--- config.mk ---
export PLATFORM = sky130hd
export DESIGN_NAME = dgtc_top
export DESIGN_NICKNAME = d
export VERILOG_FILES = /design/src/dgtc_pkg.sv /design/src/dgtc_top.sv
export SDC_FILE = /design/constraint.sdc
export NUM_CORES = 1
export LEC_CHECK = 0
export BUFFER_PORTS_ARGS = -buffer_cell sky130_fd_sc_hd__buf_2
export CAP_MARGIN = 10
export CORE_MARGIN = 10
export CORE_UTILIZATION = 62
export CTS_BUF_LIST = sky130_fd_sc_hd__clkbuf_4 sky130_fd_sc_hd__clkbuf_8 sky130_fd_sc_hd__clkbuf_16
export DETAILED_ROUTE_END_ITERATION = 6
export HOLD_SLACK_MARGIN = 0.08
export PLACE_DENSITY = 0.81
export SYNTH_ARGS = -nofsm -noshare
export SYNTH_HDL_FRONTEND = slang
export SYNTH_SLANG_ARGS = --single-unit
--- constraint.sdc ---
create_clock -name pclk -period 3.7 [get_ports pclk]
set_input_delay 0.555 -clock pclk [delete_from_list [all_inputs] [get_ports pclk]]
set_output_delay 0.555 -clock pclk [all_outputs]
set_load 0.02 [all_outputs]
--- src/dgtc_pkg.sv ---
// Constants, register map and types of the dual general-purpose counter.
package dgtc_pkg;

  // **********************************************************
  // Sizes and timing
  // **********************************************************
  localparam int NCH         = 2;
  localparam int CW          = 16;
  localparam int PCLK_HZ     = 100_000_000;
  localparam int INT_TICK_HZ = 10_000_000;
  localparam int INT_DIV     = PCLK_HZ / INT_TICK_HZ;

  // **********************************************************
  // Register map, byte addresses
  // **********************************************************
  localparam logic [7:0] CH_STRIDE = 8'h20;
  localparam logic [7:0] OFS_CTRL  = 8'h00;
  localparam logic [7:0] OFS_INIT  = 8'h04;
  localparam logic [7:0] OFS_DLY   = 8'h08;
  localparam logic [7:0] OFS_WID   = 8'h0C;
  localparam logic [7:0] OFS_CMD   = 8'h10;
  localparam logic [7:0] OFS_CNT   = 8'h14;
  localparam logic [7:0] OFS_STAT  = 8'h40;
  localparam logic [7:0] OFS_MASK  = 8'h44;
  localparam int CMD_START_BIT = 0;
  localparam int CMD_RESET_BIT = 1;

  // **********************************************************
  // Operating modes, field mode of the control register
  // **********************************************************
  localparam logic [2:0] M_COUNT  = 3'h0;
  localparam logic [2:0] M_PERIOD = 3'h1;
  localparam logic [2:0] M_WIDTH  = 3'h2;
  localparam logic [2:0] M_GSNGL  = 3'h3;
  localparam logic [2:0] M_TSNGL  = 3'h4;
  localparam logic [2:0] M_RETRIG = 3'h5;
  localparam logic [2:0] M_TCONT  = 3'h6;
  localparam logic [2:0] M_GCONT  = 3'h7;

  // Channel states, Gray coded along idle, armed, run, high, done.
  typedef enum logic [2:0] {
    ST_IDLE  = 3'h0,
    ST_ARMED = 3'h1,
    ST_RUN   = 3'h3,
    ST_HIGH  = 3'h2,
    ST_DONE  = 3'h6
  } dgtc_state_e;

  // Control register fields, bit 0 upward is mode.
  typedef struct packed {
    logic       gate_sw_lvl;
    logic       gate_sw_en;
    logic       dir_sw_up;
    logic       dir_sw_en;
    logic       pol_out;
    logic       pol_dir;
    logic       pol_gate;
    logic       pol_clk;
    logic       clk_ext;
    logic [2:0] mode;
  } dgtc_ctrl_s;

  localparam int         CTRL_W   = 12;
  localparam dgtc_ctrl_s CTRL_RST = 12'h000;
  localparam logic [CW-1:0] CNT_RST = 16'h0000;
  localparam logic [CW-1:0] CNT_ONE = 16'h0001;

endpackage

--- src/dgtc_top.sv ---
// Dual 16-bit general-purpose up/down timer/counter with APB registers.
//
// Implementation choices: the placing of the registers and register access over APB.
`timescale 1ns/1ns
`default_nettype none

module dgtc_top
  import dgtc_pkg::*;
#(
  parameter int INT_DIV_P = dgtc_pkg::INT_DIV
) (
  // Clock and reset.
  input  wire logic                      pclk,
  input  wire logic                      presetn,
  // APB slave.
  input  wire logic                      psel,
  input  wire logic                      penable,
  input  wire logic                      pwrite,
  input  wire logic [7:0]                paddr,
  input  wire logic [31:0]               pwdata,
  output logic      [31:0]               prdata,
  output logic                           pready,
  output logic                           pslverr,
  // Counter pins, one bit per channel.
  input  wire logic [dgtc_pkg::NCH-1:0]  count_clock_in,
  input  wire logic [dgtc_pkg::NCH-1:0]  gate_in,
  input  wire logic [dgtc_pkg::NCH-1:0]  direction_in,
  output logic      [dgtc_pkg::NCH-1:0]  pulse_out,
  // Interrupt.
  output logic                           irq
);
  import dgtc_pkg::*;

  // **********************************************************
  // Register storage and channel state
  // **********************************************************
  dgtc_ctrl_s    ctrl  [NCH];
  logic [CW-1:0] init  [NCH];
  logic [CW-1:0] dly   [NCH];
  logic [CW-1:0] wid   [NCH];
  logic [CW-1:0] cnt   [NCH];
  dgtc_state_e   st    [NCH];
  logic [NCH-1:0] clk_q;
  logic [NCH-1:0] gate_q;
  logic [NCH-1:0] evt;
  logic [NCH-1:0] out_nxt;
  logic [NCH-1:0] status;
  logic [NCH-1:0] mask;
  logic [7:0]     div_cnt;
  logic           int_tick;

  // **********************************************************
  // APB decode
  // **********************************************************

  // Address split into channel select and offset within a channel.
  wire logic       wr_en   = psel & penable & pready & pwrite;
  wire logic       setup   = psel & ~penable;
  wire logic       in_ch   = paddr < OFS_STAT;
  wire logic       rsel    = |(paddr & CH_STRIDE);
  wire logic [7:0] ofs     = paddr & ~CH_STRIDE;
  wire logic       aligned = paddr[1:0] == 2'h0;
  wire logic       mapped  = aligned & (in_ch ? (ofs <= OFS_CNT) :
                             (paddr == OFS_STAT || paddr == OFS_MASK));
  wire logic       wr_stat = wr_en & (paddr == OFS_STAT);
  wire logic       wr_mask = wr_en & (paddr == OFS_MASK);

  // Read selection of the addressed register, zero above used bits.
  wire logic [31:0] rd_ch =
      (ofs == OFS_CTRL) ? {20'h0_0000, ctrl[rsel]} :
      (ofs == OFS_INIT) ? {16'h0000, init[rsel]} :
      (ofs == OFS_DLY)  ? {16'h0000, dly[rsel]} :
      (ofs == OFS_WID)  ? {16'h0000, wid[rsel]} :
      (ofs == OFS_CNT)  ? {16'h0000, cnt[rsel]} : 32'h0000_0000;
  wire logic [31:0] rd_data =
      !mapped              ? 32'h0000_0000 :
      in_ch                ? rd_ch :
      (paddr == OFS_STAT)  ? 32'(status) :
      32'(mask);

  // Answer in the first access cycle; unmapped offsets raise pslverr.
  always_ff @(posedge pclk or negedge presetn) begin
    if (!presetn) begin
      pready  <= 1'b0;
      prdata  <= 32'h0000_0000;
      pslverr <= 1'b0;
    end else begin
      pready  <= setup;
      prdata  <= (setup & ~pwrite) ? rd_data : 32'h0000_0000;
      pslverr <= setup & ~mapped;
    end
  end

  // **********************************************************
  // Internal count clock
  // **********************************************************

  // Divider making a one-cycle tick at the internal count rate.
  assign int_tick = div_cnt == 8'(INT_DIV_P - 1);

  always_ff @(posedge pclk or negedge presetn) begin
    if (!presetn) begin
      div_cnt <= 8'h00;
    end else begin
      div_cnt <= int_tick ? 8'h00 : div_cnt + 8'h01;
    end
  end

  // **********************************************************
  // Interrupt status and mask
  // **********************************************************

  // Sticky events; a new event in the clearing cycle still sets the bit.
  wire logic [NCH-1:0] next_status =
      (status & ~(wr_stat ? pwdata[NCH-1:0] : {NCH{1'b0}})) | evt;

  always_ff @(posedge pclk or negedge presetn) begin
    if (!presetn) begin
      status    <= {NCH{1'b0}};
      mask      <= {NCH{1'b0}};
      irq       <= 1'b0;
      pulse_out <= {NCH{1'b0}};
    end else begin
      status    <= next_status;
      mask      <= wr_mask ? pwdata[NCH-1:0] : mask;
      irq       <= |(status & mask);
      pulse_out <= out_nxt;
    end
  end

  genvar g;
  generate
    for (g = 0; g < NCH; g++) begin : g_ch
      // Per-channel register strobes.
      wire logic sel_me  = wr_en & in_ch & (rsel == 1'(g));
      wire logic wr_cmd  = sel_me & (ofs == OFS_CMD);
      wire logic c_start = wr_cmd & pwdata[CMD_START_BIT];
      wire logic c_reset = wr_cmd & pwdata[CMD_RESET_BIT];
      wire logic any_cmd = c_start | c_reset;
      wire logic [2:0] m = ctrl[g].mode;

      // Input senses with programmable polarity.
      wire logic clk_lvl  = count_clock_in[g] ^ ctrl[g].pol_clk;
      wire logic gate_lvl = ctrl[g].gate_sw_en ? ctrl[g].gate_sw_lvl :
                            gate_in[g] ^ ctrl[g].pol_gate;
      wire logic up       = ctrl[g].dir_sw_en ? ctrl[g].dir_sw_up :
                            direction_in[g] ^ ctrl[g].pol_dir;

      // Active count-clock edge from the pin or the internal divider.
      wire logic tick = ctrl[g].clk_ext ? (clk_lvl & ~clk_q[g]) :
                        int_tick;
      wire logic gate_edge = gate_lvl & ~gate_q[g];

      // Mode classes and the gated advance of pulse counting.
      wire logic is_pulse = m >= M_GSNGL;
      wire logic gated    = (m == M_GSNGL) || (m == M_GCONT);
      wire logic adv      = tick & (~gated | gate_lvl);
      wire logic [CW-1:0] step = up ? cnt[g] + CNT_ONE :
                                      cnt[g] - CNT_ONE;
      wire logic [CW-1:0] dly_eff = (dly[g] == CNT_RST) ? CNT_ONE : dly[g];
      wire logic [CW-1:0] wid_eff = (wid[g] == CNT_RST) ? CNT_ONE : wid[g];
      wire logic last = cnt[g] <= CNT_ONE;

      dgtc_state_e   next_st;
      logic [CW-1:0] next_cnt;
      logic          next_evt;

      // Raw output: high during a pulse, or held high after measuring.
      assign out_nxt[g] = ctrl[g].pol_out ^ ((st[g] == ST_HIGH) ||
                          (st[g] == ST_DONE && !is_pulse));
      assign evt[g] = next_evt;

      // Channel sequencer; start wins over reset in the same write.
      always_comb begin
        next_st  = st[g];
        next_cnt = cnt[g];
        next_evt = 1'b0;
        if (c_start) begin
          next_cnt = is_pulse ? dly_eff : init[g];
          if (m == M_COUNT || gated) begin
            next_st = ST_RUN;
          end else begin
            next_st = ST_ARMED;
          end
        end else if (c_reset) begin
          next_st  = ST_IDLE;
          next_cnt = init[g];
        end else begin
          case (st[g])
            ST_ARMED: begin
              if (gate_edge) begin
                next_st = ST_RUN;
                if (is_pulse) begin
                  next_cnt = dly_eff;
                end
              end
            end
            ST_RUN: begin
              if (is_pulse) begin
                if (adv) begin
                  next_cnt = last ? wid_eff : cnt[g] - CNT_ONE;
                  if (last) begin
                    next_st = ST_HIGH;
                  end
                end
              end else if (m == M_COUNT) begin
                if (gate_lvl && tick) begin
                  next_cnt = step;
                end
              end else if (m == M_PERIOD) begin
                if (tick) begin
                  next_cnt = step;
                end
                if (gate_edge) begin
                  next_st  = ST_DONE;
                  next_evt = 1'b1;
                end
              end else if (!gate_lvl) begin
                next_st  = ST_DONE;
                next_evt = 1'b1;
              end else if (tick) begin
                next_cnt = step;
              end
            end
            ST_HIGH: begin
              if (adv) begin
                next_cnt = cnt[g] - CNT_ONE;
                if (last) begin
                  next_evt = 1'b1;
                  case (m)
                    M_RETRIG: next_st = ST_ARMED;
                    M_TCONT, M_GCONT: begin
                      next_st  = ST_RUN;
                      next_cnt = dly_eff;
                    end
                    default: next_st = ST_DONE;
                  endcase
                end
              end
            end
            default: next_st = st[g];
          endcase
        end
      end

      // Channel registers and input history.
      always_ff @(posedge pclk or negedge presetn) begin
        if (!presetn) begin
          ctrl[g]   <= CTRL_RST;
          init[g]   <= CNT_RST;
          dly[g]    <= CNT_RST;
          wid[g]    <= CNT_RST;
          cnt[g]    <= CNT_RST;
          st[g]     <= ST_IDLE;
          clk_q[g]  <= 1'b0;
          gate_q[g] <= 1'b0;
        end else begin
          if (sel_me && ofs == OFS_CTRL) begin
            ctrl[g] <= dgtc_ctrl_s'(pwdata[CTRL_W-1:0]);
          end
          if (sel_me && ofs == OFS_INIT) begin
            init[g] <= pwdata[CW-1:0];
          end
          if (sel_me && ofs == OFS_DLY) begin
            dly[g] <= pwdata[CW-1:0];
          end
          if (sel_me && ofs == OFS_WID) begin
            wid[g] <= pwdata[CW-1:0];
          end
          cnt[g]    <= next_cnt;
          st[g]     <= next_st;
          clk_q[g]  <= clk_lvl;
          gate_q[g] <= gate_lvl;
        end
      end

    end
  endgenerate
endmodule

`default_nettype wire

==> flow_metrics.tcl <==
set metrics [dict create \
    power_density_nw_per_um2 524 \
    worstPathArrival_ps 3620 \
    worst_pin_slew_ps 978 \
    hold_buffers 0 \
    clockBufferDepth 2 \
    ios 88 \
    avgSynthCellArea_um2 9.21 \
    synth_top_area_share_pct 38.2 \
    dp_hpwl_um 31600 \
    clock_sinks 195 \
    insertion_delay_ps 450 \
    grt_pass1_vias 11638 \
    regToRegStartpoint "cnt[23]$_DFFE_PN0P_" \
    finalWeightedCongestion 1.00 \
    yosysSeqAreaShare_pct 38.2 \
    swShare_pct 41.6 \
    clock_skew_ps 17.3 \
    critPathLaunch "cnt[23]$_DFFE_PN0P_" \
    dp.cells 1670 \
    cts_setup_buffers 0 \
    initial_utilization_pct 63.2 \
    hold_viol_final 0 \
    syn_inst 1387 \
    p_total_mw 7.34 \
    p_leak_nw 6.29 \
    final_core_util_pct 69.2 \
    rsz0062_at_grt "no" \
    critPathMaxFanout 11 \
    seqPwrFrac_pct 34.9 \
    synth_top_cell_by_area "dfrtp_1" \
    hp-class "in2async" \
    cap_violations 0 \
    critPathCaptureType "flop" \
    detail-route-antenna-nets 0 \
    combinationalPowerShare_pct 39.1 \
    antenna_found_initial 1 \
    rows 52 \
    ys_warn_count 0 \
    htreeDepth 4 \
    ir_drop_v 0.000400 \
    synthFlopType "dfrtp_1" \
    path_clk_slew_ps 80 \
    ys_ff_latch 195 \
    die_y_um 164 \
    clock.fmax_mhz 309 \
    period_minus_slack_ps 3230 \
    avgRoutedWirePerCell_um 25.4 \
    drt_iter0_drc 1614 \
    drive_gt1_share_pct 21.7 \
    die_x_um 164 \
    tritoncts "yes" \
    cts_made_buffers 17 \
    final_cells 1702 \
    diodes 0 \
    drc_errors 2 \
    cts.repair.resized 0 \
    synth_edf_count 0 \
    root_buffer "clkbuf_16" \
    core_um2 20200 \
    slew_headroom_pct 34.8 \
    criticalPathCategory "reg2reg" \
    violations "design-rule violations" \
    switchingPower_mw 3.06 \
    intPower_mw 4.29 \
    wl_um 43200 \
    power_frac_clock_pct 26.0 \
    timing.final.crit_share_pct 87.4 \
    cp.required_ps 4090 \
    vias_per_cell 7.10 \
    synth_cell_types 83 \
    grt_pass1_wl_um 66900 \
    syn_area_um2 12800 \
    finalMaxSlewViolations 0 \
    finalSetupTns_ps 0 \
    setup_viol 0 \
    synth_async_sr_flop_share_pct 100 \
    synth.area.top_cells "dfrtp_1, mux2_2, nor2_1" \
    via_count 12086 \
    grtUsageTotal_pct 32.0 \
    drt-pass1-iter-count 7 \
    critPathLaunchType "flop" \
    syn2layout_area_growth_pct 9.62 \
    status "finished with violations" \
    grt_max_degree 88 \
    port_buffers 55 \
    die-area_um2 26800 \
    nNetsFinal 1478 \
    grt.overflow.total 0 \
]
## area by class of cell
class | count | area, µm²
Sequential cell | 195 | 4880
Inverter | 25 | 93.8
Clock inverter | 14 | 166
Tap cell | 270 | 338
Multi-Input combinational cell | 1061 | 7320
Fill cell | 1610 | 6220
Clock buffer | 18 | 433
Timing Repair Buffer | 119 | 777
## registers in the layout, summed over array words and instances (netlist names)
name / cells
clk_q: 2
cnt: 32
ctrl: 18
div_cnt: 8
dly: 32
g_ch.m: 6
gate_q: 2
init: 32
irq: 1
mask: 2
prdata: 16
pready: 1
pslverr: 1
pulse_out: 2
st: 6
status: 2
wid: 32
## per-layer routing
metal / vias up / global-route usage, % / routed length, µm
met3: 136 / 8.26 / 5320
met4: 2 / 9.87 / 1330
li1: 5226 / - / -
met1: 5870 / 43.6 / 17500
met5: - / 0 / 12
met2: 852 / 49.1 / 19100
## Yosys cell counts (all sizes together), types with 30 or more instances
cell and n:
o22ai 30, xnor2 30, nor2 130, dfrtp 195, mux2i 47, nor4 32
nor3 39, o21ai 70, buf 41, mux2 129, nand2 114, clkbuf 80
a21oi 54
## through the flow
stage | hold slack, ps | instance area, µm² | setup WS (ps)
global placement | 487 | 13400 | 433
global route | 221 | 14000 | 294
detailed placement | 496 | 13400 | 465
finish | 180 | 14000 | 466
floorplan | 259 | 12800 | 743
CTS | 197 | 14000 | 490
## power by group through the flow
stage | clock [mW] | combinational (mW) | sequential, mW
detailed placement | 0 | 2.76 | 2.59
CTS | 1.92 | 2.77 | 2.55
floorplan | 0 | 2.10 | 2.41
global route | 2.01 | 3.08 | 2.58
global placement | 0 | 2.74 | 2.59
finish | 1.91 | 2.87 | 2.56
## cells in the final DEF, fill, tap and decap left out, types with 8 or more instances in the layout
cell type,instances
a211oi_1,21
o21ai_0,66
inv_1,24
nor3_1,37
o22ai_1,30
a222oi_1,10
clkbuf_16,17
conb_1,16
a22o_1,12
nor4_1,31
dfrtp_1,195
a31oi_1,15
and3_1,14
ha_1,8
xor2_1,26
nand2_1,114
xnor2_1,30
nand2b_1,13
mux2_2,129
a221oi_1,24
a21oi_1,54
nand3_1,26
o211ai_1,14
mux2i_1,47
o31ai_1,15
o21a_1,9
nor2_1,129
buf_2,54
or4_1,9
nand4_1,15
and2_1,8
buf_4,63
or2_2,11
## worst max-delay path, stage by stage, from the launching register on
cell,delay (ps)
dfrtp_1,510
or4_1,720
or2_2,460
o41ai_2,330
buf_4,260
a21o_1,330
a222oi_1,180
a31oi_1,200
o22a_1,160
## cell families (layout without fill, tap and decap cells)
logic type | count (synthesis) | after routing | synth area share [%]
AOI/OAI and AO/OA | 357 | 357 | 19.8
xor gates and xnor gates | 56 | 56 | 3.84
adders and majority gates | 8 | 8 | 0.783
buffers and inverters | 146 | 176 | 5.04
DFF | 195 | 195 | 38.2
muxes | 177 | 177 | 15.2
other | 1 | 16 | 0.0293
and+or+nand+nor | 447 | 447 | 17.1
## worst paths after layout
| kind | end | slack [ps] | cells after the start |
|---|---|---|---|
| worst max-delay path | cnt[31]$_DFFE_PN0P_ | 470 | 8 |
| worst min-delay path | ctrl[17]$_DFFE_PN0P_ | 180 | 1 |
| worst max register to register | cnt[31]$_DFFE_PN0P_ | 470 | 8 |
| worst min register to register | div_cnt[0]$_DFF_PN0_ | 520 | 1 |
| max in group asynchronous | init[29]$_DFFE_PN0P_ | 2630 | 2 |
| min in group pclk | clk_q[1]$_DFF_PN0_ | 310 | 2 |
Power figures use the tool's default switching activity.
